<file path="config.mk">
export PLATFORM = sky130hd
export DESIGN_NAME = lsb_decode
export DESIGN_NICKNAME = d
export VERILOG_FILES = /design/src/hw/lsb_pkg.sv /design/src/hw/lsb_decode.sv
export SDC_FILE = /design/constraint.sdc
export NUM_CORES = 1
export LEC_CHECK = 0
export BUFFER_PORTS_ARGS = -buffer_cell sky130_fd_sc_hd__buf_4
export CAP_MARGIN = 40
export CORE_MARGIN = 2
export CORE_UTILIZATION = 45
export CTS_CLUSTER_DIAMETER = 100
export CTS_CLUSTER_SIZE = 14
export DETAILED_ROUTE_END_ITERATION = 10
export PLACE_DENSITY = 0.64
export SKIP_LAST_GASP = 1
export SYNTH_ARGS = -nofsm -noshare
export SYNTH_HDL_FRONTEND = slang
export SYNTH_SLANG_ARGS = --single-unit
</file>
<file path="constraint.sdc">
create_clock -name clk -period 7.25 [get_ports clk]
set_clock_uncertainty 0.2 [all_clocks]
set_input_delay 0.725 -clock clk [delete_from_list [all_inputs] [get_ports clk]]
set_output_delay 0.725 -clock clk [all_outputs]
set_load 0.01 [all_outputs]
</file>
<file path="src/hw/lsb_pkg.sv">
// Package: opcode patterns, field positions and clock counts for the logic/string/branch decoder
package lsb_pkg;
  localparam int OP_W_BIT = 0;
  localparam int OP_D_BIT = 1;
  localparam int REG_LSB = 3;
  localparam int MOD_LSB = 6;
  localparam logic [1:0] MOD_REG = 2'h3;
  localparam logic [5:0] OPC_XOR_RM = 6'h0c;
  localparam logic [6:0] OPC_IMM_GRP = 7'h40;
  localparam logic [6:0] OPC_XOR_ACC = 7'h1a;
  localparam logic [6:0] OPC_UNARY_GRP = 7'h7b;
  localparam logic [6:0] OPC_SMOVE = 7'h52;
  localparam logic [6:0] OPC_SCMP = 7'h53;
  localparam logic [6:0] OPC_SSCAN = 7'h57;
  localparam logic [6:0] OPC_SLOAD = 7'h56;
  localparam logic [6:0] OPC_SSTORE = 7'h55;
  localparam logic [6:0] OPC_PIN = 7'h36;
  localparam logic [6:0] OPC_POUT = 7'h37;
  localparam logic [7:0] OPC_REP = 8'hf2;
  localparam logic [6:0] OPC_REPZ_GRP = 7'h79;
  localparam logic [7:0] OPC_JMP_SHORT = 8'heb;
  localparam logic [7:0] OPC_JMP_NEAR = 8'he9;
  localparam logic [7:0] OPC_JMP_FAR = 8'hea;
  localparam logic [7:0] OPC_FF_GRP = 8'hff;
  localparam logic [2:0] REG_XOR = 3'h6;
  localparam logic [2:0] REG_NOT = 3'h2;
  localparam logic [2:0] REG_CALL_IND = 3'h2;
  localparam logic [2:0] REG_JMP_IND = 3'h4;
  localparam logic [2:0] REG_JMP_FAR_IND = 3'h5;
  localparam int CYC_ALU_REG = 3;
  localparam int CYC_ALU_MEM = 10;
  localparam int CYC_IMM_REG = 4;
  localparam int CYC_IMM_MEM = 16;
  localparam int CYC_SMOVE = 14;
  localparam int CYC_SCMP = 22;
  localparam int CYC_SSCAN = 15;
  localparam int CYC_SLOAD = 12;
  localparam int CYC_SSTORE = 10;
  localparam int CYC_PORT = 14;
  localparam int REP_CMP_BASE = 5;
  localparam int REP_CMP_PER = 22;
  localparam int REP_SCAN_BASE = 5;
  localparam int REP_SCAN_PER = 15;
  localparam int REP_LOAD_BASE = 6;
  localparam int REP_LOAD_PER = 11;
  localparam int REP_STORE_BASE = 6;
  localparam int REP_STORE_PER = 9;
  localparam int REP_MOVE_BASE = 8;
  localparam int REP_MOVE_PER = 8;
  localparam int NARROW_WORD_ADD = 4;
  localparam int CYC_JMP_DIRECT = 14;
  localparam int CYC_JMP_FAR_IND = 26;
  localparam int CYC_JMP_FAR_IND_N = 34;
  localparam int CYC_CALL_IND_REG = 13;
  localparam int CYC_CALL_IND_MEM = 19;
  localparam int CYC_CALL_IND_REG_N = 17;
  localparam int CYC_CALL_IND_MEM_N = 27;
  localparam int CYC_JMP_IND_REG = 11;
  localparam int CYC_JMP_IND_MEM = 17;
  localparam int CYC_JMP_IND_MEM_N = 21;

  typedef enum logic [3:0] {
    LSB_OP_NONE, LSB_OP_XOR, LSB_OP_NOT, LSB_OP_SMOVE, LSB_OP_SCMP, LSB_OP_SSCAN,
    LSB_OP_SLOAD, LSB_OP_SSTORE, LSB_OP_PIN, LSB_OP_POUT, LSB_OP_JMP, LSB_OP_CALL
  } lsb_op_t;

  typedef struct packed {
    lsb_op_t op;
    logic word;
    logic dir;
    logic mem;
    logic imm;
    logic repeat_prefix;
    logic rep_z;
    logic [15:0] imm_data;
    logic [15:0] count;
  } lsb_dec_t;
endpackage : lsb_pkg

</file>
<file path="src/hw/lsb_decode.sv">
// Decoder and timing sequencer for exclusive-or, invert, string and jump/call forms
`timescale 1ns/10ps
`default_nettype none
// Function
// - Exclusive-or is recognised in its register, immediate (reg field 110) and accumulator forms.
// - Exclusive-or takes 3/10 cycles register/memory and 4/16 cycles for immediate to register/memory.
// - Invert is the 1111011w group with reg field 010 and takes 3 or 10 cycles.
// - A single string move is 1010010w and takes 14 cycles.
// - A single string compare is 1010011w and takes 22 cycles.
// - A single string scan is 1010111w and takes 15 cycles.
// - A single string load to the accumulator is 1010110w and takes 12 cycles.
// - A single string store from the accumulator is 1010101w and takes 10 cycles.
// - Port string input is 0110110w and takes 14 cycles on both bus variants.
// - Port string output is 0110111w and takes 14 cycles on both bus variants.
// - A repeat prefix runs a string form count times with base plus per-element cycles.
// - On the narrow bus, byte-figure counts grow by 4 for word memory transfers, except single port string forms.
// - Short, near and far direct jumps take 14 cycles; far indirect takes 26 or 34.
// - Opcode ff with reg 010 is indirect call and with reg 100 indirect jump, with their counts.
module lsb_decode
  import lsb_pkg::*;
#(
  parameter int CNT_W = 16
) (
  input wire logic clk,
  input wire logic rst,
  input wire logic narrow_bus,
  input wire logic byte_valid,
  input wire logic [7:0] byte_data,
  output logic byte_ready,
  input wire logic [15:0] count_register,
  output var lsb_dec_t dec_out,
  output logic dec_valid,
  output logic busy,
  output logic done,
  output logic illegal
);
  // The counter must hold every fixed count; the repeat product is formed in 32 bits
  if (CNT_W < 8 || CNT_W > 16) begin : g_bad_cnt_w
    $error("CNT_W must be 8..16");
  end

  typedef enum logic [2:0] {ST_OPC, ST_MODRM, ST_IMM_LO, ST_IMM_HI, ST_EXEC} lsb_st_t;

  lsb_st_t st_ff, nxt_st;
  logic [7:0] opc_ff;
  logic rep_ff, rep_z_ff;
  logic [7:0] imm_lo_ff;
  lsb_dec_t dec_ff;
  logic [CNT_W-1:0] cyc_ff;
  logic done_ff, illegal_ff, dec_valid_ff;

  wire take = byte_valid && byte_ready;
  wire [7:0] b = byte_data;
  wire [6:0] b7 = b[7:1];
  wire wbit = b[OP_W_BIT];
  wire [2:0] mreg = b[REG_LSB+2:REG_LSB];
  wire is_regmod = (b[7:MOD_LSB] == MOD_REG);

  // First-byte classification
  // xor opcodes
  wire f_xor_rm = (b[7:2] == OPC_XOR_RM);
  wire f_imm_grp = (b7 == OPC_IMM_GRP);
  wire f_xor_acc = (b7 == OPC_XOR_ACC);
  wire f_unary = (b7 == OPC_UNARY_GRP);
  wire f_ff = (b == OPC_FF_GRP);
  wire f_rep = (b == OPC_REP);
  wire f_repz = (b7 == OPC_REPZ_GRP) && !f_rep;
  wire f_jmp_dir = (b == OPC_JMP_SHORT) || (b == OPC_JMP_NEAR) || (b == OPC_JMP_FAR);
  wire f_jshort = (b == OPC_JMP_SHORT);
  wire f_jfar = (b == OPC_JMP_FAR);
  wire f_str = (b7 == OPC_SMOVE) || (b7 == OPC_SCMP) || (b7 == OPC_SSCAN)
    || (b7 == OPC_SLOAD) || (b7 == OPC_SSTORE) || (b7 == OPC_PIN) || (b7 == OPC_POUT);
  wire lsb_op_t str_op = (b7 == OPC_SMOVE) ? LSB_OP_SMOVE :
    (b7 == OPC_SCMP) ? LSB_OP_SCMP : (b7 == OPC_SSCAN) ? LSB_OP_SSCAN :
    (b7 == OPC_SLOAD) ? LSB_OP_SLOAD : (b7 == OPC_SSTORE) ? LSB_OP_SSTORE :
    (b7 == OPC_PIN) ? LSB_OP_PIN : LSB_OP_POUT;
  // Conditional-repeat prefix only qualifies compare and scan
  wire rep_ok = !rep_z_ff || (b7 == OPC_SCMP) || (b7 == OPC_SSCAN);

  function automatic logic [CNT_W-1:0] c(input int v);
    c = CNT_W'(v);
  endfunction

  // Single string timing
  wire [CNT_W-1:0] str_base = (str_op == LSB_OP_SMOVE) ? c(CYC_SMOVE) :
    (str_op == LSB_OP_SCMP) ? c(CYC_SCMP) : (str_op == LSB_OP_SSCAN) ? c(CYC_SSCAN) :
    (str_op == LSB_OP_SLOAD) ? c(CYC_SLOAD) : (str_op == LSB_OP_SSTORE) ? c(CYC_SSTORE) :
    c(CYC_PORT);
  wire [CNT_W-1:0] rep_b = (str_op == LSB_OP_SCMP) ? c(REP_CMP_BASE) :
    (str_op == LSB_OP_SSCAN) ? c(REP_SCAN_BASE) : (str_op == LSB_OP_SLOAD) ? c(REP_LOAD_BASE) :
    (str_op == LSB_OP_SSTORE) ? c(REP_STORE_BASE) : c(REP_MOVE_BASE);
  wire [CNT_W-1:0] rep_p = (str_op == LSB_OP_SCMP) ? c(REP_CMP_PER) :
    (str_op == LSB_OP_SSCAN) ? c(REP_SCAN_PER) : (str_op == LSB_OP_SLOAD) ? c(REP_LOAD_PER) :
    (str_op == LSB_OP_SSTORE) ? c(REP_STORE_PER) : c(REP_MOVE_PER);
  // narrow bus word penalty; single port forms are exempt
  wire port_single = (str_op == LSB_OP_PIN) || (str_op == LSB_OP_POUT);
  wire str_pen = narrow_bus && wbit && (rep_ff || !port_single);
  // Penalty joins the product before saturation, so a clipped count cannot wrap
  wire [31:0] rep_prod = 32'(rep_b) + 32'(rep_p) * 32'(count_register)
    + (str_pen ? 32'(NARROW_WORD_ADD) : 32'h0);
  wire [CNT_W-1:0] rep_cyc = (rep_prod > 32'({CNT_W{1'b1}})) ? {CNT_W{1'b1}} : rep_prod[CNT_W-1:0];
  wire [CNT_W-1:0] str_cyc = rep_ff ? rep_cyc : (str_base + (str_pen ? c(NARROW_WORD_ADD) : '0));

  // Second-byte timing, opc_ff holds the first byte
  wire o_w = opc_ff[OP_W_BIT];
  wire o_imm = (opc_ff[7:1] == OPC_IMM_GRP);
  wire o_ff = (opc_ff == OPC_FF_GRP);
  wire o_un = (opc_ff[7:1] == OPC_UNARY_GRP);
  wire m_ok = o_imm ? (mreg == REG_XOR) : o_un ? (mreg == REG_NOT) :
    o_ff ? (mreg == REG_CALL_IND || mreg == REG_JMP_IND || (mreg == REG_JMP_FAR_IND && !is_regmod))
    : 1'b1;
  // narrow word memory penalty for alu forms
  wire [CNT_W-1:0] alu_pen = (narrow_bus && o_w && !is_regmod) ? c(NARROW_WORD_ADD) : '0;
  wire [CNT_W-1:0] alu_cyc = (o_imm ? (is_regmod ? c(CYC_IMM_REG) : c(CYC_IMM_MEM))
    : (is_regmod ? c(CYC_ALU_REG) : c(CYC_ALU_MEM))) + alu_pen;
  wire [CNT_W-1:0] ff_cyc = (mreg == REG_CALL_IND) ?
    (is_regmod ? (narrow_bus ? c(CYC_CALL_IND_REG_N) : c(CYC_CALL_IND_REG))
               : (narrow_bus ? c(CYC_CALL_IND_MEM_N) : c(CYC_CALL_IND_MEM))) :
    (mreg == REG_JMP_IND) ?
    (is_regmod ? c(CYC_JMP_IND_REG) : (narrow_bus ? c(CYC_JMP_IND_MEM_N) : c(CYC_JMP_IND_MEM))) :
    (narrow_bus ? c(CYC_JMP_FAR_IND_N) : c(CYC_JMP_FAR_IND));
  wire [CNT_W-1:0] m_cyc = o_ff ? ff_cyc : alu_cyc;

  // Accumulator form: 3 for byte data, 4 for word data, no bus penalty
  wire [CNT_W-1:0] xacc_cyc = wbit ? c(CYC_IMM_REG) : c(CYC_ALU_REG);

  assign byte_ready = (st_ff != ST_EXEC);
  assign dec_out = dec_ff;
  assign dec_valid = dec_valid_ff;
  assign busy = (st_ff == ST_EXEC);
  assign done = done_ff;
  assign illegal = illegal_ff;

  always_comb begin
    nxt_st = st_ff;
    case (st_ff)
      ST_OPC: begin
        if (take && !f_rep && !f_repz) begin
          if (f_xor_rm || f_imm_grp || f_unary || f_ff) nxt_st = ST_MODRM;
          else if (f_xor_acc) nxt_st = ST_IMM_LO;
          else if ((f_str && rep_ok) || f_jmp_dir) nxt_st = ST_EXEC;
        end
      end
      ST_MODRM: begin
        if (take) nxt_st = !m_ok ? ST_OPC : o_imm ? ST_IMM_LO : ST_EXEC;
      end
      ST_IMM_LO: begin
        if (take) nxt_st = dec_ff.word ? ST_IMM_HI : ST_EXEC;
      end
      ST_IMM_HI: begin
        if (take) nxt_st = ST_EXEC;
      end
      ST_EXEC: begin
        if (cyc_ff <= c(1)) nxt_st = ST_OPC;
      end
      default: nxt_st = ST_OPC;
    endcase
  end

  always_ff @(posedge clk) begin
    if (rst) begin
      st_ff <= ST_OPC;
      opc_ff <= 8'h00;
      rep_ff <= 1'b0;
      rep_z_ff <= 1'b0;
      imm_lo_ff <= 8'h00;
      dec_ff <= '0;
      cyc_ff <= '0;
      done_ff <= 1'b0;
      illegal_ff <= 1'b0;
      dec_valid_ff <= 1'b0;
    end else begin
      st_ff <= nxt_st;
      done_ff <= (st_ff == ST_EXEC) && (cyc_ff <= c(1));
      illegal_ff <= 1'b0;
      dec_valid_ff <= 1'b0;
      case (st_ff)
        ST_OPC: if (take) begin
          opc_ff <= b;
          dec_ff <= '0;
          dec_ff.word <= wbit;
          dec_ff.dir <= b[OP_D_BIT] && f_xor_rm;
          dec_ff.count <= count_register;
          if (f_rep || f_repz) begin
            rep_ff <= 1'b1;
            rep_z_ff <= f_repz;
          end else begin
            rep_ff <= 1'b0;
            rep_z_ff <= 1'b0;
            dec_ff.repeat_prefix <= rep_ff;
            dec_ff.rep_z <= rep_z_ff;
            if (f_xor_rm || f_xor_acc) dec_ff.op <= LSB_OP_XOR;
            if (f_xor_acc) begin
              dec_ff.imm <= 1'b1;
              cyc_ff <= xacc_cyc;
            end
            if (f_str && rep_ok) begin
              dec_ff.op <= str_op;
              dec_ff.mem <= 1'b1;
              cyc_ff <= str_cyc;
              dec_valid_ff <= 1'b1;
            end
            if (f_jmp_dir) begin
              dec_ff.op <= LSB_OP_JMP;
              dec_ff.imm <= !f_jshort;
              // Far form operands are taken by the fetch unit, not counted here
              dec_ff.dir <= f_jfar;
              cyc_ff <= c(CYC_JMP_DIRECT);
              dec_valid_ff <= 1'b1;
            end
            illegal_ff <= !(f_xor_rm || f_imm_grp || f_unary || f_ff || f_xor_acc
              || (f_str && rep_ok) || f_jmp_dir);
          end
        end
        ST_MODRM: if (take) begin
          dec_ff.mem <= !is_regmod;
          dec_ff.imm <= o_imm;
          cyc_ff <= m_cyc;
          if (o_imm || o_un) dec_ff.op <= o_imm ? LSB_OP_XOR : LSB_OP_NOT;
          if (o_ff) dec_ff.op <= (mreg == REG_CALL_IND) ? LSB_OP_CALL : LSB_OP_JMP;
          illegal_ff <= !m_ok;
          dec_valid_ff <= m_ok && !o_imm;
        end
        ST_IMM_LO: if (take) begin
          imm_lo_ff <= b;
          dec_ff.imm_data <= {8'h00, b};
          dec_valid_ff <= !dec_ff.word;
        end
        ST_IMM_HI: if (take) begin
          dec_ff.imm_data <= {b, imm_lo_ff};
          dec_valid_ff <= 1'b1;
        end
        ST_EXEC: begin
          cyc_ff <= cyc_ff - c(1);
        end
        default: ;
      endcase
    end
  end
endmodule // lsb_decode
`default_nettype wire

</file>
==> impl_metrics.csv <==
group,metric,value,unit
place,port_buffers,74,
sta,finalMaxSlewViolations,0,
sta,worst_slew_pin_slew,779,ps
place,dpl.hpwl,15.4,mm
final_layout,drive_gt1_share,13.5,%
clock_tree,clk_pin_slew,60,ps
clock_tree,holdBufCountCts,0,
clock_tree,clock_latency,350,ps
grt,grt_usage,22.4,%
setup_path,cp.required,7240,ps
route,wl_per_cell,15.9,µm
yosys,synth_seq_cells,81,
yosys,yosysUniqueCellTypes,67,
yosys,synth_warnings,0,
die,die_y,134,µm
route,via_per_inst,5.55,
setup_path,worstPathArrival,6130,ps
route,wl,19.7,mm
sta,max_slew_margin,47.5,%
sta,fin_crit,6140,ps
yosys,async_flop_share,0,%
clock_tree,cts_max_level,3,
final_layout,nets,1141,
die,core-area,16500,µm²
run,cap_violations,0,
yosys,synthFlopType,"dfxtp_1",
power_and_ir_drop,powerDensity,137,nW/µm²
place,dp_cells,1223,
yosys,synth_area_leader_cell,"dfxtp_1",
yosys,synth_cells,988,
grt,first_global_vias,6376,
sta,rsz0062_at_grt,"no",
setup_path,start_kind,"primary input",
route,num_vias,6881,
power_and_ir_drop,ir_worst_vdd,0.137,mV
die,io_pins,75,
setup_path,endpoint_kind,"flip-flop",
grt,grt_max_degree,82,
route,drc_errors,0,
yosys,synth-edff-count,0,
yosys,syn-cell-area,7570,µm²
sta,worst_hold_slack,254,ps
grt,grt_overflow,0,
sta,hold_violations,0,
yosys,netlist_top_cells_area,"dfxtp_1 21%, ha_1 11%, fa_1 8.7%",
clock_tree,cts-resized-gates,0,
route,ant_nets,0,
power_and_ir_drop,leakage,3.82,nW
yosys,yosysMostFrequentCell,"nand2_1",
final_layout,area_delta_synth_final,12.9,%
clock_tree,cts_sinks,81,
grt,grt_first_pass_wirelength,32.4,mm
yosys,syn-num-nets,1115,
sta,timing.final.crit_share,84.6,%
die,dieWidth,134,µm
die,fp-row-count,47,
final_layout,diodes,0,
final_layout,fillers,1605,
final_layout,final_cells,1239,
sta,setup_viol,0,
yosys,yosys-top-cells-count,"111 x nand2_1, 99 x nor2_1, 87 x inv_1, 81 x dfxtp_1, 71 x a21oi_1",
yosys,avgSynthCellArea,7.66,µm²
route,drtIter0Drc,646,
grt,antenna_found_initial,0,
clock_tree,clk_path_buf_depth,2,
status,status,"finished clean",
route,firstDrtPassIters,5,
yosys,synth_top_cell_area_share,21.4,%
clock_tree,cts_buffers,9,
setup_path,rrSetupSlack,2130,ps
sta,fmax,0.163,GHz
die,fp.dieArea,17900,µm²
place,gp_congestion,0.935,
die,start_util,45.8,%
setup_path,worstPathMaxFanout,20,
final_layout,utilization,51.7,%
yosys,ys_seq_area_share,21.4,%
clock_tree,post_cts_buffers,0,
clock_tree,cts-root-buf,"clkbuf_16",
clock_tree,cts_tree,"yes",
sta,tns,0,ps
worst_hold_path,hold_class,"reg2reg",
setup_path,crit_type,"in2reg",
-- per-stage QoR --
stage / total power (W) / cell area [µm²] / setup slack (ps)
6_report: 0.00117 / 8550 / 1110
5_1_grt: 0.00123 / 8550 / 760
4_1_cts: 0.00118 / 8550 / 1140
3_5_place_dp: 0.000721 / 8240 / 770
3_3_place_gp: 0.000716 / 8170 / 873
2_1_floorplan: 0.000644 / 7570 / 834
-- cells in the final DEF (no fill, tap or decap), types with 11 or more instances in the layout --
cell / n
xnor2_1: 15
o21ai_0: 29
and2_1: 49
a22oi_1: 22
mux2i_1: 11
a21o_1: 12
nor2b_1: 11
dfxtp_1: 81
nor3_1: 30
a31oi_1: 18
fa_1: 33
a21oi_1: 71
nand3_1: 14
buf_4: 80
mux2_2: 21
inv_1: 87
nand2_1: 111
nor2_1: 99
ha_1: 66
-- sequential cells by signal, summed over array words and instances (netlist names) --
signal and cells:
imm_lo_ff 8, done 1, st_ff 3, rep_z_ff 1
rep_ff 1, illegal 1, dec_out 41, dec_valid 1
cyc_ff 16, opc_ff 8
-- critical path, stage by stage --
cell	delay, ps
buf_4	150
nand4bb_4	300
nor3_2	140
buf_4	310
mux2_2	380
ha_1	300
fa_1	530
inv_1	50
fa_1	520
inv_1	40
ha_1	390
a2111oi_0	500
o221ai_1	240
a22oi_1	220
o21ai_1	100
mux2_2	240
o2111ai_2	180
nor3b_4	600
a31oi_1	180
-- cell families (layout without fill, tap and decap cells) --
group	Yosys count	in the layout	synth area share (%)
AO/OA/AOI/OAI	228	228	20.0
XOR/XNOR	24	24	2.78
adder cells (fa/ha/maj)	99	99	19.6
buffers and inverters	156	187	8.02
flip-flops	81	81	21.4
multiplexers	32	32	4.58
AND/OR/NAND/NOR	368	368	23.6
-- final cells by class --
cell class / count / area, µm² / share of cell area, %
multi-input cells: 751 / 5350 / 62.6
repair buffers: 84 / 669 / 7.83
well taps: 220 / 275 / 3.22
inverters: 87 / 327 / 3.82
clock buffers: 9 / 225 / 2.64
flip-flops and latches: 81 / 1620 / 19.0
clock inverters: 7 / 77.6 / 0.908
-- worst paths after layout --
kind | endpoint | from | cells past startpoint
worst max-delay path | cyc_ff[11]$_SDFFE_PP0P_ | byte_data[6] | 19
worst min-delay path | dec_out[38]$_SDFFE_PP0P_ | dec_out[38]$_SDFFE_PP0P_ | 2
worst max register to register | cyc_ff[11]$_SDFFE_PP0P_ | rep_ff$_SDFFE_PP0P_ | 16
worst min register to register | dec_out[38]$_SDFFE_PP0P_ | dec_out[38]$_SDFFE_PP0P_ | 2
-- routing by layer --
metal / vias up / GRT usage (%) / share of wire (%)
li1: 3450 / - / -
met1: 3218 / 33.3 / 50
met2: 201 / 33.4 / 43
met3: 12 / 4.57 / 6.3
met4: 0 / 4.73 / 0.91
met5: - / 0 / 0
-- where the power goes --
group / switching (W) / internal, W / total (W)
Combinational: 0.000150 / 0.0000946 / 0.000245
Sequential: 0.0000105 / 0.000457 / 0.000468
Clock: 0.000193 / 0.000269 / 0.000462
Power figures use the tool's default switching activity.
